==> config.mk <==
export PLATFORM = sky130hd
export DESIGN_NAME = ssmc_supervisor_ctrl
export DESIGN_NICKNAME = d
export VERILOG_FILES = /design/src/hw/ssmc_pkg.sv /design/src/hw/ssmc_settle_timer.sv /design/src/hw/ssmc_supervisor_ctrl.sv
export VERILOG_INCLUDE_DIRS = /design/src /design/src/hw
export SDC_FILE = /design/constraint.sdc
export NUM_CORES = 1
export LEC_CHECK = 0
export BUFFER_PORTS_ARGS = -buffer_cell sky130_fd_sc_hd__buf_2
export CAP_MARGIN = 20
export CELL_PAD_IN_SITES_DETAIL_PLACEMENT = 1
export CELL_PAD_IN_SITES_GLOBAL_PLACEMENT = 2
export CORE_MARGIN = 5
export CORE_UTILIZATION = 34
export DETAILED_ROUTE_END_ITERATION = 6
export PLACE_DENSITY_LB_ADDON = 0.1
export SLEW_MARGIN = 10
export SYNTH_ARGS = -nofsm -noshare
export SYNTH_HDL_FRONTEND = slang
export SYNTH_SLANG_ARGS = --single-unit
==> constraint.sdc <==
create_clock -name clock_in -period 2.1 [get_ports clock_in]
set_input_delay 0.42 -clock clock_in [delete_from_list [all_inputs] [get_ports clock_in]]
set_output_delay 0.42 -clock clock_in [all_outputs]
set_load 0.02 [all_outputs]
==> src/hw/ssmc_defs.svh <==
// ssmc_defs.svh: constants of the supply supervisor mode control block
// assumes a 100 MHz clock; included by bare name from hw/
`ifndef SSMC_DEFS_SVH
`define SSMC_DEFS_SVH

`define SSMC_CLK_MHZ          100
`define SSMC_SETTLE_FAST_NS   2000
`define SSMC_SETTLE_SLOW_NS   150000
`define SSMC_HAZARD_NS        1000
`define SSMC_CNT_W            16
`define SSMC_MODE_W           2
`define SSMC_MODE_OFF         2'h0
`define SSMC_MODE_NORMAL      2'h1
`define SSMC_MODE_FULL        2'h2

`endif

==> src/hw/ssmc_pkg.sv <==
// ssmc_pkg.sv: types shared by the supervisor mode control files
// assumes ssmc_defs.svh is on the include path
package ssmc_pkg;
  // low-power sequencing states
  typedef enum logic [1:0] {
    SSMC_ST_ACTIVE,
    SSMC_ST_ENTRY,
    SSMC_ST_DEEP,
    SSMC_ST_STUCK
  } ssmc_state_e;
endpackage

==> src/hw/ssmc_settle_timer.sv <==
// ssmc_settle_timer.sv: comparator settling delay with a pending flag
// assumes a restart pulse synchronous to clock_in
`timescale 1ns/1ns
`include "ssmc_defs.svh"
module ssmc_settle_timer #(
  parameter int CNT_W = `SSMC_CNT_W
) (
  input  wire logic             clock_in,
  input  wire logic             rstn_in,
  input  wire logic             start_in,
  input  wire logic [CNT_W-1:0] cycles_in,
  output logic                  pending_out,
  output logic                  expire_out
);
  logic [CNT_W-1:0] count_r;
  logic [CNT_W-1:0] count_nxt;
  logic             pending_r;
  logic             pending_nxt;
  logic             expire_r;
  logic             expire_nxt;

  // restart wins over expiry so a late write always gets a full delay
  always_comb begin
    count_nxt   = count_r;
    pending_nxt = pending_r;
    expire_nxt  = 1'b0;
    if (start_in) begin
      count_nxt   = cycles_in;
      pending_nxt = 1'b1;
    end else if (pending_r) begin
      if (count_r <= CNT_W'(1)) begin
        count_nxt   = '0;
        pending_nxt = 1'b0;
        expire_nxt  = 1'b1;
      end else begin
        count_nxt = count_r - CNT_W'(1);
      end
    end
  end

  always_ff @(posedge clock_in or negedge rstn_in) begin
    if (!rstn_in) begin
      count_r   <= '0;
      pending_r <= 1'b0;
      expire_r  <= 1'b0;
    end else begin
      count_r   <= count_nxt;
      pending_r <= pending_nxt;
      expire_r  <= expire_nxt;
    end
  end

  assign pending_out = pending_r;
  assign expire_out  = expire_r;
endmodule // ssmc_settle_timer

==> src/hw/ssmc_supervisor_ctrl.sv <==
// ssmc_supervisor_ctrl.sv: mode selection, settling delays, wake-up time
// and wake-up lockup hazard of the core and supply voltage supervisors
// assumes all inputs synchronous to clock_in; analog comparators outside
`timescale 1ns/1ns
`include "ssmc_defs.svh"

// Notes on behaviour
// - a full-performance core supervisor settles in about 2 us.
// - a normal-performance core supervisor settles in about 150 us.
// - if the core has not reached the requested level when settling ends, a reset is raised.
// - core supervisor and monitor states follow enable, performance, keep bit and auto control.
// - wake-up is fast when the core supervisor is off or full performance, else slow.
// - supply supervisor and monitor states follow the same table as the core side.
// - low-power entry comes from a software request or automatically after an interrupt routine.
// - a stuck wake-up is cleared by external reset, power cycle or power-up-clear reset.
// - the hazard applies when deep entry happens while a settling delay is pending.
// - the hazard also applies with a fast or off core side and a supply side going normal to off.
module ssmc_supervisor_ctrl
  import ssmc_pkg::*;
#(
  parameter int CNT_W = `SSMC_CNT_W
) (
  input  wire logic                    clock_in,
  input  wire logic                    rstn_in,
  input  wire logic                    core_ctl_write_in,
  input  wire logic                    supply_ctl_write_in,
  input  wire logic                    core_supervisor_enable_in,
  input  wire logic                    core_supervisor_lowpower_keep_in,
  input  wire logic                    core_supervisor_full_perf_in,
  input  wire logic                    core_auto_control_enable_in,
  input  wire logic                    core_monitor_enable_in,
  input  wire logic                    core_monitor_full_perf_in,
  input  wire logic                    supply_supervisor_enable_in,
  input  wire logic                    supply_supervisor_lowpower_keep_in,
  input  wire logic                    supply_supervisor_full_perf_in,
  input  wire logic                    supply_auto_control_enable_in,
  input  wire logic                    supply_monitor_enable_in,
  input  wire logic                    supply_monitor_full_perf_in,
  input  wire logic                    lpm_request_in,
  input  wire logic                    isr_return_lpm_in,
  input  wire logic                    deep_mode_in,
  input  wire logic                    interrupt_in,
  input  wire logic                    core_level_ok_in,
  input  wire logic                    puc_reset_in,
  output logic [`SSMC_MODE_W-1:0]      core_supervisor_mode_out,
  output logic [`SSMC_MODE_W-1:0]      core_monitor_mode_out,
  output logic [`SSMC_MODE_W-1:0]      supply_supervisor_mode_out,
  output logic [`SSMC_MODE_W-1:0]      supply_monitor_mode_out,
  output logic                         core_settle_pending_flag_out,
  output logic                         supply_settle_pending_flag_out,
  output logic                         wakeup_slow_out,
  output logic                         in_low_power_out,
  output logic                         wake_stuck_out,
  output logic                         core_reset_out
);
  // ************************************************************
  // timing constants
  // ************************************************************
  // least times round up to whole cycles
  localparam int FAST_CYC = (`SSMC_SETTLE_FAST_NS * `SSMC_CLK_MHZ + 999) / 1000;
  localparam int SLOW_CYC = (`SSMC_SETTLE_SLOW_NS * `SSMC_CLK_MHZ + 999) / 1000;
  localparam int HAZ_CYC  = (`SSMC_HAZARD_NS * `SSMC_CLK_MHZ + 999) / 1000;

  initial begin
    if (CNT_W < 15 || CNT_W > 31 || SLOW_CYC >= (1 << CNT_W))
      $error("ssmc_supervisor_ctrl: CNT_W too small or too large");
  end

  // ************************************************************
  // mode selection
  // ************************************************************
  // one table serves supervisors and monitors on both sides
  function automatic logic [`SSMC_MODE_W-1:0] active_mode(input logic en, input logic fp);
    if (!en)
      return `SSMC_MODE_OFF;
    return fp ? `SSMC_MODE_FULL : `SSMC_MODE_NORMAL;
  endfunction

  function automatic logic [`SSMC_MODE_W-1:0] deep_mode_of(input logic en, input logic keep,
                                                           input logic fp, input logic ace);
    if (!en)
      return `SSMC_MODE_OFF;
    if (ace)
      return (keep && fp) ? `SSMC_MODE_NORMAL : `SSMC_MODE_OFF;
    return keep ? active_mode(en, fp) : `SSMC_MODE_OFF;
  endfunction

  logic [`SSMC_MODE_W-1:0] cs_act, cs_lpm, cm_act, cm_lpm;
  logic [`SSMC_MODE_W-1:0] ss_act, ss_lpm, sm_act, sm_lpm;

  // monitors have no keep bit; they behave as if it were set
  always_comb begin
    cs_act = active_mode(core_supervisor_enable_in, core_supervisor_full_perf_in);
    cs_lpm = deep_mode_of(core_supervisor_enable_in, core_supervisor_lowpower_keep_in,
                          core_supervisor_full_perf_in, core_auto_control_enable_in);
    cm_act = active_mode(core_monitor_enable_in, core_monitor_full_perf_in);
    cm_lpm = deep_mode_of(core_monitor_enable_in, 1'b1,
                          core_monitor_full_perf_in, core_auto_control_enable_in);
    ss_act = active_mode(supply_supervisor_enable_in, supply_supervisor_full_perf_in);
    ss_lpm = deep_mode_of(supply_supervisor_enable_in, supply_supervisor_lowpower_keep_in,
                          supply_supervisor_full_perf_in, supply_auto_control_enable_in);
    sm_act = active_mode(supply_monitor_enable_in, supply_monitor_full_perf_in);
    sm_lpm = deep_mode_of(supply_monitor_enable_in, 1'b1,
                          supply_monitor_full_perf_in, supply_auto_control_enable_in);
  end

  // ************************************************************
  // settling delays
  // ************************************************************
  logic [CNT_W-1:0] core_cycles;
  logic             core_expire;
  logic             core_pend;
  logic             supply_pend;
  logic             state_is_deep;

  // normal performance gives the long delay that covers a core ramp
  assign core_cycles = core_supervisor_full_perf_in ? CNT_W'(FAST_CYC) : CNT_W'(SLOW_CYC);

  ssmc_settle_timer #(.CNT_W(CNT_W)) u_core_settle (
    .clock_in    (clock_in),
    .rstn_in     (rstn_in),
    .start_in    (core_ctl_write_in),
    .cycles_in   (core_cycles),
    .pending_out (core_pend),
    .expire_out  (core_expire)
  );

  ssmc_settle_timer #(.CNT_W(CNT_W)) u_supply_settle (
    .clock_in    (clock_in),
    .rstn_in     (rstn_in),
    .start_in    (supply_ctl_write_in),
    .cycles_in   (supply_supervisor_full_perf_in ? CNT_W'(FAST_CYC) : CNT_W'(SLOW_CYC)),
    .pending_out (supply_pend),
    .expire_out  ()
  );

  // ************************************************************
  // low-power sequencing and hazard
  // ************************************************************
  ssmc_state_e      state_r, state_nxt;
  logic [CNT_W-1:0] win_r, win_nxt;
  logic             hazard_r, hazard_nxt;
  logic             enter;
  logic             cfg_hazard;
  logic             core_fast;

  assign enter      = (lpm_request_in || isr_return_lpm_in) && deep_mode_in;
  assign core_fast  = (cs_act != `SSMC_MODE_NORMAL) || (cm_act != `SSMC_MODE_NORMAL);
  // supply side dropping from normal to off on deep entry
  assign cfg_hazard = core_fast &&
                      ((ss_act == `SSMC_MODE_NORMAL && ss_lpm == `SSMC_MODE_OFF) ||
                       (sm_act == `SSMC_MODE_NORMAL && sm_lpm == `SSMC_MODE_OFF));
  assign state_is_deep = (state_r == SSMC_ST_ENTRY) || (state_r == SSMC_ST_DEEP);

  // an interrupt inside the entry window of a hazardous entry locks wake-up
  always_comb begin
    state_nxt  = state_r;
    win_nxt    = win_r;
    hazard_nxt = hazard_r;
    case (state_r)
      SSMC_ST_ACTIVE: begin
        if (enter) begin
          state_nxt  = SSMC_ST_ENTRY;
          win_nxt    = CNT_W'(HAZ_CYC);
          hazard_nxt = core_pend || supply_pend || cfg_hazard;
        end
      end
      SSMC_ST_ENTRY: begin
        if (interrupt_in) begin
          state_nxt = hazard_r ? SSMC_ST_STUCK : SSMC_ST_ACTIVE;
        end else if (win_r <= CNT_W'(1)) begin
          state_nxt = SSMC_ST_DEEP;
        end else begin
          win_nxt = win_r - CNT_W'(1);
        end
      end
      SSMC_ST_DEEP: begin
        if (interrupt_in)
          state_nxt = SSMC_ST_ACTIVE;
      end
      SSMC_ST_STUCK: begin
        state_nxt = SSMC_ST_STUCK; // only a reset leaves this state
      end
      default: state_nxt = SSMC_ST_ACTIVE;
    endcase
    // power-up-clear releases a stuck wake-up without a full reset
    if (puc_reset_in) begin
      state_nxt  = SSMC_ST_ACTIVE;
      hazard_nxt = 1'b0;
    end
  end

  always_ff @(posedge clock_in or negedge rstn_in) begin
    if (!rstn_in) begin
      state_r  <= SSMC_ST_ACTIVE;
      win_r    <= '0;
      hazard_r <= 1'b0;
    end else begin
      state_r  <= state_nxt;
      win_r    <= win_nxt;
      hazard_r <= hazard_nxt;
    end
  end

  // ************************************************************
  // registered outputs
  // ************************************************************
  logic [`SSMC_MODE_W-1:0] cs_r, cm_r, ss_r, sm_r, cs_nxt, cm_nxt, ss_nxt, sm_nxt;
  logic                    cpend_r, spend_r, slow_r, lp_r, stuck_r, rst_r;
  logic                    slow_nxt, lp_nxt, stuck_nxt, rst_nxt;

  always_comb begin
    cs_nxt    = state_is_deep ? cs_lpm : cs_act;
    cm_nxt    = state_is_deep ? cm_lpm : cm_act;
    ss_nxt    = state_is_deep ? ss_lpm : ss_act;
    sm_nxt    = state_is_deep ? sm_lpm : sm_act;
    slow_nxt  = (cs_act == `SSMC_MODE_NORMAL);
    lp_nxt    = state_is_deep || (state_r == SSMC_ST_STUCK);
    stuck_nxt = (state_r == SSMC_ST_STUCK);
    // core level must be good by the end of the settling delay
    rst_nxt   = core_expire && !core_level_ok_in;
  end

  always_ff @(posedge clock_in or negedge rstn_in) begin
    if (!rstn_in) begin
      cs_r    <= `SSMC_MODE_OFF;
      cm_r    <= `SSMC_MODE_OFF;
      ss_r    <= `SSMC_MODE_OFF;
      sm_r    <= `SSMC_MODE_OFF;
      cpend_r <= 1'b0;
      spend_r <= 1'b0;
      slow_r  <= 1'b0;
      lp_r    <= 1'b0;
      stuck_r <= 1'b0;
      rst_r   <= 1'b0;
    end else begin
      cs_r    <= cs_nxt;
      cm_r    <= cm_nxt;
      ss_r    <= ss_nxt;
      sm_r    <= sm_nxt;
      cpend_r <= core_pend;
      spend_r <= supply_pend;
      slow_r  <= slow_nxt;
      lp_r    <= lp_nxt;
      stuck_r <= stuck_nxt;
      rst_r   <= rst_nxt;
    end
  end

  assign core_supervisor_mode_out       = cs_r;
  assign core_monitor_mode_out          = cm_r;
  assign supply_supervisor_mode_out     = ss_r;
  assign supply_monitor_mode_out        = sm_r;
  assign core_settle_pending_flag_out   = cpend_r;
  assign supply_settle_pending_flag_out = spend_r;
  assign wakeup_slow_out                = slow_r;
  assign in_low_power_out               = lp_r;
  assign wake_stuck_out                 = stuck_r;
  assign core_reset_out                 = rst_r;
endmodule // ssmc_supervisor_ctrl

---- Yosys cells after proc, flatten, opt, wreduce, memory -nomap -nowiden ----
Index checks and enable logic that the tools add are counted.
word-level totals
  register bits after elaboration ......... 68
  input bits .............................. 22
  output and inout bits ................... 14
  word-level logic and storage cells ...... 147
operators by class
  $add $sub $neg .......................... 3
  order comparisons ....................... 3
  eq/ne operators ......................... 14
  mux-type cells .......................... 83
  reduce and logical (&&, ||, !) cells .... 26
operators by type and width
  operator                 number
  $mux W16                 9
  $mux W2                  40
  $le A16 B1 Y1 const B    3
  $sub A16 B1 Y16 const B  3
  $pmux W16 S2             1
  $mux W1                  30
  $mux W14                 2
  $reduce_bool A2 Y1       5
  $eq A2 B1 Y1 const B     4
  $pmux W2 S4              1
  $logic_and A1 B1 Y1      7
  $logic_or A1 B1 Y1       7
  $logic_not A2 Y1         3
  $ne A2 B2 Y1 const B     3
  $ne A3 B3 Y1 const B     2
  $eq A2 B2 Y1 const B     2
  $ne A2 B1 Y1 const B     2
  $ne A4 B3 Y1 const B     1
  $reduce_and A4 Y1        1
  $reduce_and A3 Y1        1
  $reduce_and A2 Y1        1
  $logic_not A1 Y1         1

---- Longest topological paths before layout ----
  depth in word-level cells ............... 16
  mapped depth ............................ 8
  mapped depth without buffers ............ 7

---- Modules after synthesis ----
A second synthesis with hierarchy kept.
second synthesis, totals
  cells, all modules ...................... 408
  area, all modules ....................... 3,906.2 sq um
modules (own cells, without submodules)
  module                times used  cells each  area each (sq um)  seq. area each (sq um)
  ssmc_settle_timer     2           121         1,117.3            450.4
  ssmc_supervisor_ctrl  1           166         1,671.6            825.8

---- Worst setup path after synthesis ----
OpenSTA, ideal clock, no wires.
  path kind ............................... register -> register
  start ................................... reg state_r[1]
  end ..................................... reg win_r[15]
  library setup time ...................... 0.078 ns
  data arrival time ....................... 1.961 ns
  data required time ...................... 2.022 ns
  slack ................................... 0.061 ns
  cell stages (with the launch flop) ...... 9
  path buffers ............................ 1
  clock period less this slack ............ 2.039 ns
  path through ............................ dfrtp_1 inv_1 ha_1 buf_2 nand2b_1 a2111oi_2 nand3_1 or3_1 a21oi_1
between the ends
  word-level cells in the longest chain between the ends .. 3
  elaborated cells between the ends (all ways) .. 8
  classes of those cells .................. eq/ne (4); mux (1); reduce/logical (3)
RTL lines
  item                                                                 RTL line                     text
  from (decl)                                                          ssmc_supervisor_ctrl.sv:140  ssmc_state_e state_r, state_nxt;
  from (signal assigned)                                               ssmc_supervisor_ctrl.sv:199  state_r <= state_nxt;
  $eq A2 B1 Y1 / $logic_not A2 Y1 (equally long branches)              ssmc_supervisor_ctrl.sv:160  case (state_r)
  $ne A2 B2 Y1 (no line) / $reduce_bool A2 Y1 (equally long branches)  --
  $reduce_and A4 Y1 (no line)                                          --
  to (signal assigned)                                                 ssmc_supervisor_ctrl.sv:200  win_r <= win_nxt;
  to (decl)                                                            ssmc_supervisor_ctrl.sv:141  logic [CNT_W-1:0] win_r, win_nxt;
Several ways; a longest one is shown, not always the timed one.
A chain may end at the register's enable or synchronous reset.

---- Worst setup path after layout ----
  start ................................... reg u_core_settle.count_r[7]
  end ..................................... reg u_core_settle.count_r[12]
between the ends
  word-level cells in the longest chain between the ends .. 4
  elaborated cells between the ends (all ways) .. 5
  classes of those cells .................. add/sub (1); order compare (1); mux (3)
RTL lines
  item                                                     RTL line                                          text
  from (decl)                                              ssmc_settle_timer.sv:15                           logic [CNT_W-1:0] count_r;
  from (signal assigned)                                   ssmc_settle_timer.sv:47                           count_r <= count_nxt;
  $sub A16 B1 Y16 / $le A16 B1 Y1 (equally long branches)  ssmc_settle_timer.sv:36, ssmc_settle_timer.sv:31
  $mux W16 (*)                                             ssmc_settle_timer.sv:31                           if (count_r <= CNT_W'(1)) begin
  $mux W16 (*)                                             ssmc_settle_timer.sv:30                           end else if (pending_r) begin
  $mux W16 (*)                                             ssmc_settle_timer.sv:27                           if (start_in) begin
Mark *: on every way between the ends. The rest lies on a longest branch, timed or not. The select of a mux whose other input is x is not followed.

==> results.py <==
metrics = {
    "detailed_routing": {
        "firstDrtPassIters": 4,
        "first_iter_violations": 62,
        "viasPerCell": 5.22,
        "postRouteAntennaNets": 0,
        "wl_microns": 10100,
        "detail_route.wl_per_cell_microns": 16.1,
        "route.detailed.drc": 0,
        "vias": 3255,
    },
    "critical_path": {
        "startpoint_type": "flip-flop",
        "r2r_end": "u_core_settle.count_r[12]$_DFFE_PN0P_",
        "worstPathMaxFanout": 6,
        "slowest_delay_ns": 0.58,
        "crit_chain": "or4_4 > nor3_4 > nand4_1 > mux2_1 > o21a_1",
        "path_class": "reg2reg",
        "worstSetupEndpointType": "flip-flop",
        "r2r_cells": 5,
        "reg2reg_from": "u_core_settle.count_r[7]$_DFFE_PN0P_",
        "r2r_slack_ns": 0.11,
        "crit_required_ns": 2.34,
        "slowest_stage": "or4_4",
        "arrival_ns": 2.24,
    },
    "yosys": {
        "synth_seq_cells": 68,
        "syn-num-nets": 435,
        "ys_types": 65,
        "ys_seq_area_share_pct": 45.3,
        "synth-edff-count": 0,
        "netlist_area_sq_um": 3760,
        "synthFlopType": "dfrtp_1",
        "synth-async-reset-ratio_pct": 100,
        "syn_inst": 400,
        "synth.avg_cell_area_sq_um": 9.40,
        "ys_warn_count": 0,
    },
    "cts": {
        "cts_num_sinks": 68,
        "clk_path_buf_depth": 2,
        "clk_latency_ns": 0.36,
        "htree_levels": 3,
        "cts_tree": "yes",
        "cts_buffers": 9,
        "path_clk_slew_ns": 0.08,
        "root_buffer": "clkbuf_8",
    },
    "pwr": {
        "clock_power_share_pct": 26.4,
        "total_power_w": 0.00372,
        "max-vdd-ir-drop_uv": 379,
        "swShare_pct": 34.7,
        "p_seq_share_pct": 43.1,
        "comb_power_share_pct": 30.5,
        "leakage_nw": 2.06,
        "p_sw_w": 0.00129,
        "pwr_density_cell_nw_per_um2": 798,
        "internal-power_w": 0.00243,
    },
    "finish": {
        "fin_cells": 623,
        "antenna_cells": 0,
        "fill_cells": 1257,
        "design_area_sq_um": 4660,
        "drive_above_1_share_pct": 25.3,
        "num-nets-final": 514,
        "area_growth_pct": 24.0,
    },
    "placed_design": {
        "place_congestion": 0.755,
        "pre_cts_ws_ns": -0.0265,
        "post-place-cells": 604,
        "placed_cell_area_sq_um": 4380,
        "place_hpwl_microns": 7530,
        "io_buffers": 35,
    },
    "timing": {
        "fmax_mhz": 502,
        "setup_ws_ns": 0.108,
        "period_needed_ns": 1.99,
        "rsz0062_at_grt": "yes",
        "period_share_pct": 94.9,
        "hold_viol_final": 0,
        "worst_pin_slew_ns": 0.703,
        "relSlewSlack_pct": 53.2,
        "fin_skew_ns": 0.00877,
        "drv_slew": 0,
        "setup_viol": 0,
    },
    "outcome": {
        "status": "completed",
    },
    "global_route": {
        "grt_pass1_vias": 3442,
        "antenna_found_initial": 0,
        "grt_max_degree": 55,
        "grt_pass1_wl_microns": 17200,
        "grt_usage_pct": 16.4,
        "grt.overflow.total": 0,
    },
    "floorplan": {
        "start_util_pct": 34.7,
        "die_w_microns": 115,
        "rows": 38,
        "die_y_microns": 115,
        "ios": 36,
        "core_sq_um": 10800,
        "die-area_sq_um": 13300,
    },
    "flow_run": {
        "maxCapViolations": 0,
    },
    "hold_path": {
        "min_path_type": "in2async",
    },
}
==> Yosys cell counts (all sizes together) (3+ instances only) <==
cell	number	area [sq um]
a31oi	8	50.1
inv	18	67.6
nand3b	3	22.5
nand4	5	31.3
nor4	11	96.3
a21oi	35	179
or4	6	52.6
ha	13	163
o31ai	4	30.0
nor2	38	143
nand2	33	124
or3	10	62.6
mux2	4	45.0
and2	5	31.3
o211ai	8	65.1
o21a	4	30.0
nor3	14	81.3
dfrtp	68	1700
a21boi	3	22.5
mux2i	11	110
nand2b	10	62.6
or2	4	25.0
nor2b	4	25.0
buf	5	22.5
xor2	6	52.6
nand3	13	65.1
o21ai	14	70.1
clkbuf	9	33.8
o22ai	3	18.8
==> through the flow <==
step           util, %  hold WS (ns)   TNS, ns
6_report          43.0         0.115         0
5_1_grt           43.0         0.176  -0.00110
4_1_cts           42.0         0.129         0
3_5_place_dp      40.4         0.475   -0.0300
3_3_place_gp      40.4         0.461         0
2_1_floorplan        -         0.124         0
==> cells by family (layout without fill, tap and decap cells) <==
| group | Yosys count | count (layout) | share of synthesized area [%] |
|---|---|---|---|
| AO/OA/AOI/OAI | 99 | 99 | 17.2 |
| XOR/XNOR | 7 | 7 | 1.63 |
| adder cells (fa/ha/maj) | 13 | 13 | 4.33 |
| buffers and inverters | 32 | 115 | 3.30 |
| flip-flops | 68 | 68 | 45.3 |
| multiplexers | 15 | 15 | 4.13 |
| AND/OR/NAND/NOR | 166 | 166 | 24.2 |
==> power by group through the flow <==
stage | Combinational, W | Sequential, W | Clock (W)
after floorplan | 0.000618 | 0.00165 | 0
after global placement | 0.00107 | 0.00162 | 0
after detailed placement | 0.00109 | 0.00162 | 0
after CTS | 0.00110 | 0.00160 | 0.00103
after global routing | 0.00127 | 0.00163 | 0.00108
final | 0.00113 | 0.00160 | 0.000983
==> sequential cells by signal (all words and copies together) (netlist names) <==
signal	flops
in_low_power_out	1
win_r	16
hazard_r	1
state_r	2
u_supply_settle.count_r	16
core_settle_pending_flag_out	1
supply_supervisor_mode_out	2
supply_monitor_mode_out	2
core_supervisor_mode_out	2
core_reset_out	1
core_monitor_mode_out	2
u_supply_settle.pending_out	1
supply_settle_pending_flag_out	1
wake_stuck_out	1
wakeup_slow_out	1
u_core_settle.expire_out	1
u_core_settle.count_r	16
u_core_settle.pending_out	1
==> metal layers <==
layer / GRT usage, % / up-vias / wire, microns
met1: 20.5 / 1601 / 4640
li1: - / 1615 / -
met2: 28.4 / 26 / 5040
met3: 2.79 / 13 / 204
met5: 0 / - / 0
met4: 6.10 / 0 / 168
==> repair_timing <==
action,CTS,global route
resized for setup,1,15
buffers inserted,0,4
endpoints found under the hold margin,0,0
hold buffers,0,0
setup endpoints to repair,2,20
pin swaps,0,5
==> worst max-delay path: cells and delay by family (launching register included) <==
family | cells | cell delay (ns)
simple gates | 3 | 1.01
flops | 1 | 0.39
mux | 1 | 0.33
compound gates | 1 | 0.16
==> layout make-up <==
class / instances / area (sq um) / area share (%)
Tap cell: 140 / 175 / 3.76
Timing Repair Buffer: 82 / 543 / 11.7
Inverter: 18 / 67.6 / 1.45
Clock inverter: 2 / 10.0 / 0.215
Multi-Input combinational cell: 300 / 2000 / 43.0
Sequential cell: 68 / 1700 / 36.5
Clock buffer: 13 / 159 / 3.41
==> layout by cell type, fill, tap and decap left out, drive strengths merged, types with 4 or more instances in the layout <==
cell type  instances
xor2               6
and2               5
o21ai             14
nand2             33
nor3              14
dfrtp             68
ha                13
o31ai              4
a21oi             35
nor2b              4
inv               18
or4                6
nor4              11
o21a               4
or2                4
nor2              38
o211ai             8
mux2               4
nand3             13
nand2b            10
clkbuf            13
or3               10
a31oi              8
mux2i             11
nand4              5
buf               82
==> how the worst max path moves through the flow <==
stage | cells past startpoint | start | to
final | 5 | u_core_settle.count_r[7]$_DFFE_PN0P_ | u_core_settle.count_r[12]$_DFFE_PN0P_
after global routing | 5 | win_r[12]$_DFFE_PN0P_ | win_r[6]$_DFFE_PN0P_
after CTS | 5 | u_core_settle.count_r[7]$_DFFE_PN0P_ | u_core_settle.count_r[12]$_DFFE_PN0P_
after detailed placement | 7 | u_core_settle.count_r[0]$_DFFE_PN0P_ | u_core_settle.count_r[5]$_DFFE_PN0P_
after global placement | 5 | win_r[12]$_DFFE_PN0P_ | win_r[5]$_DFFE_PN0P_
after floorplan | 8 | state_r[1]$_DFFE_PN0P_ | win_r[15]$_DFFE_PN0P_
(Power assumes the default switching activity.)
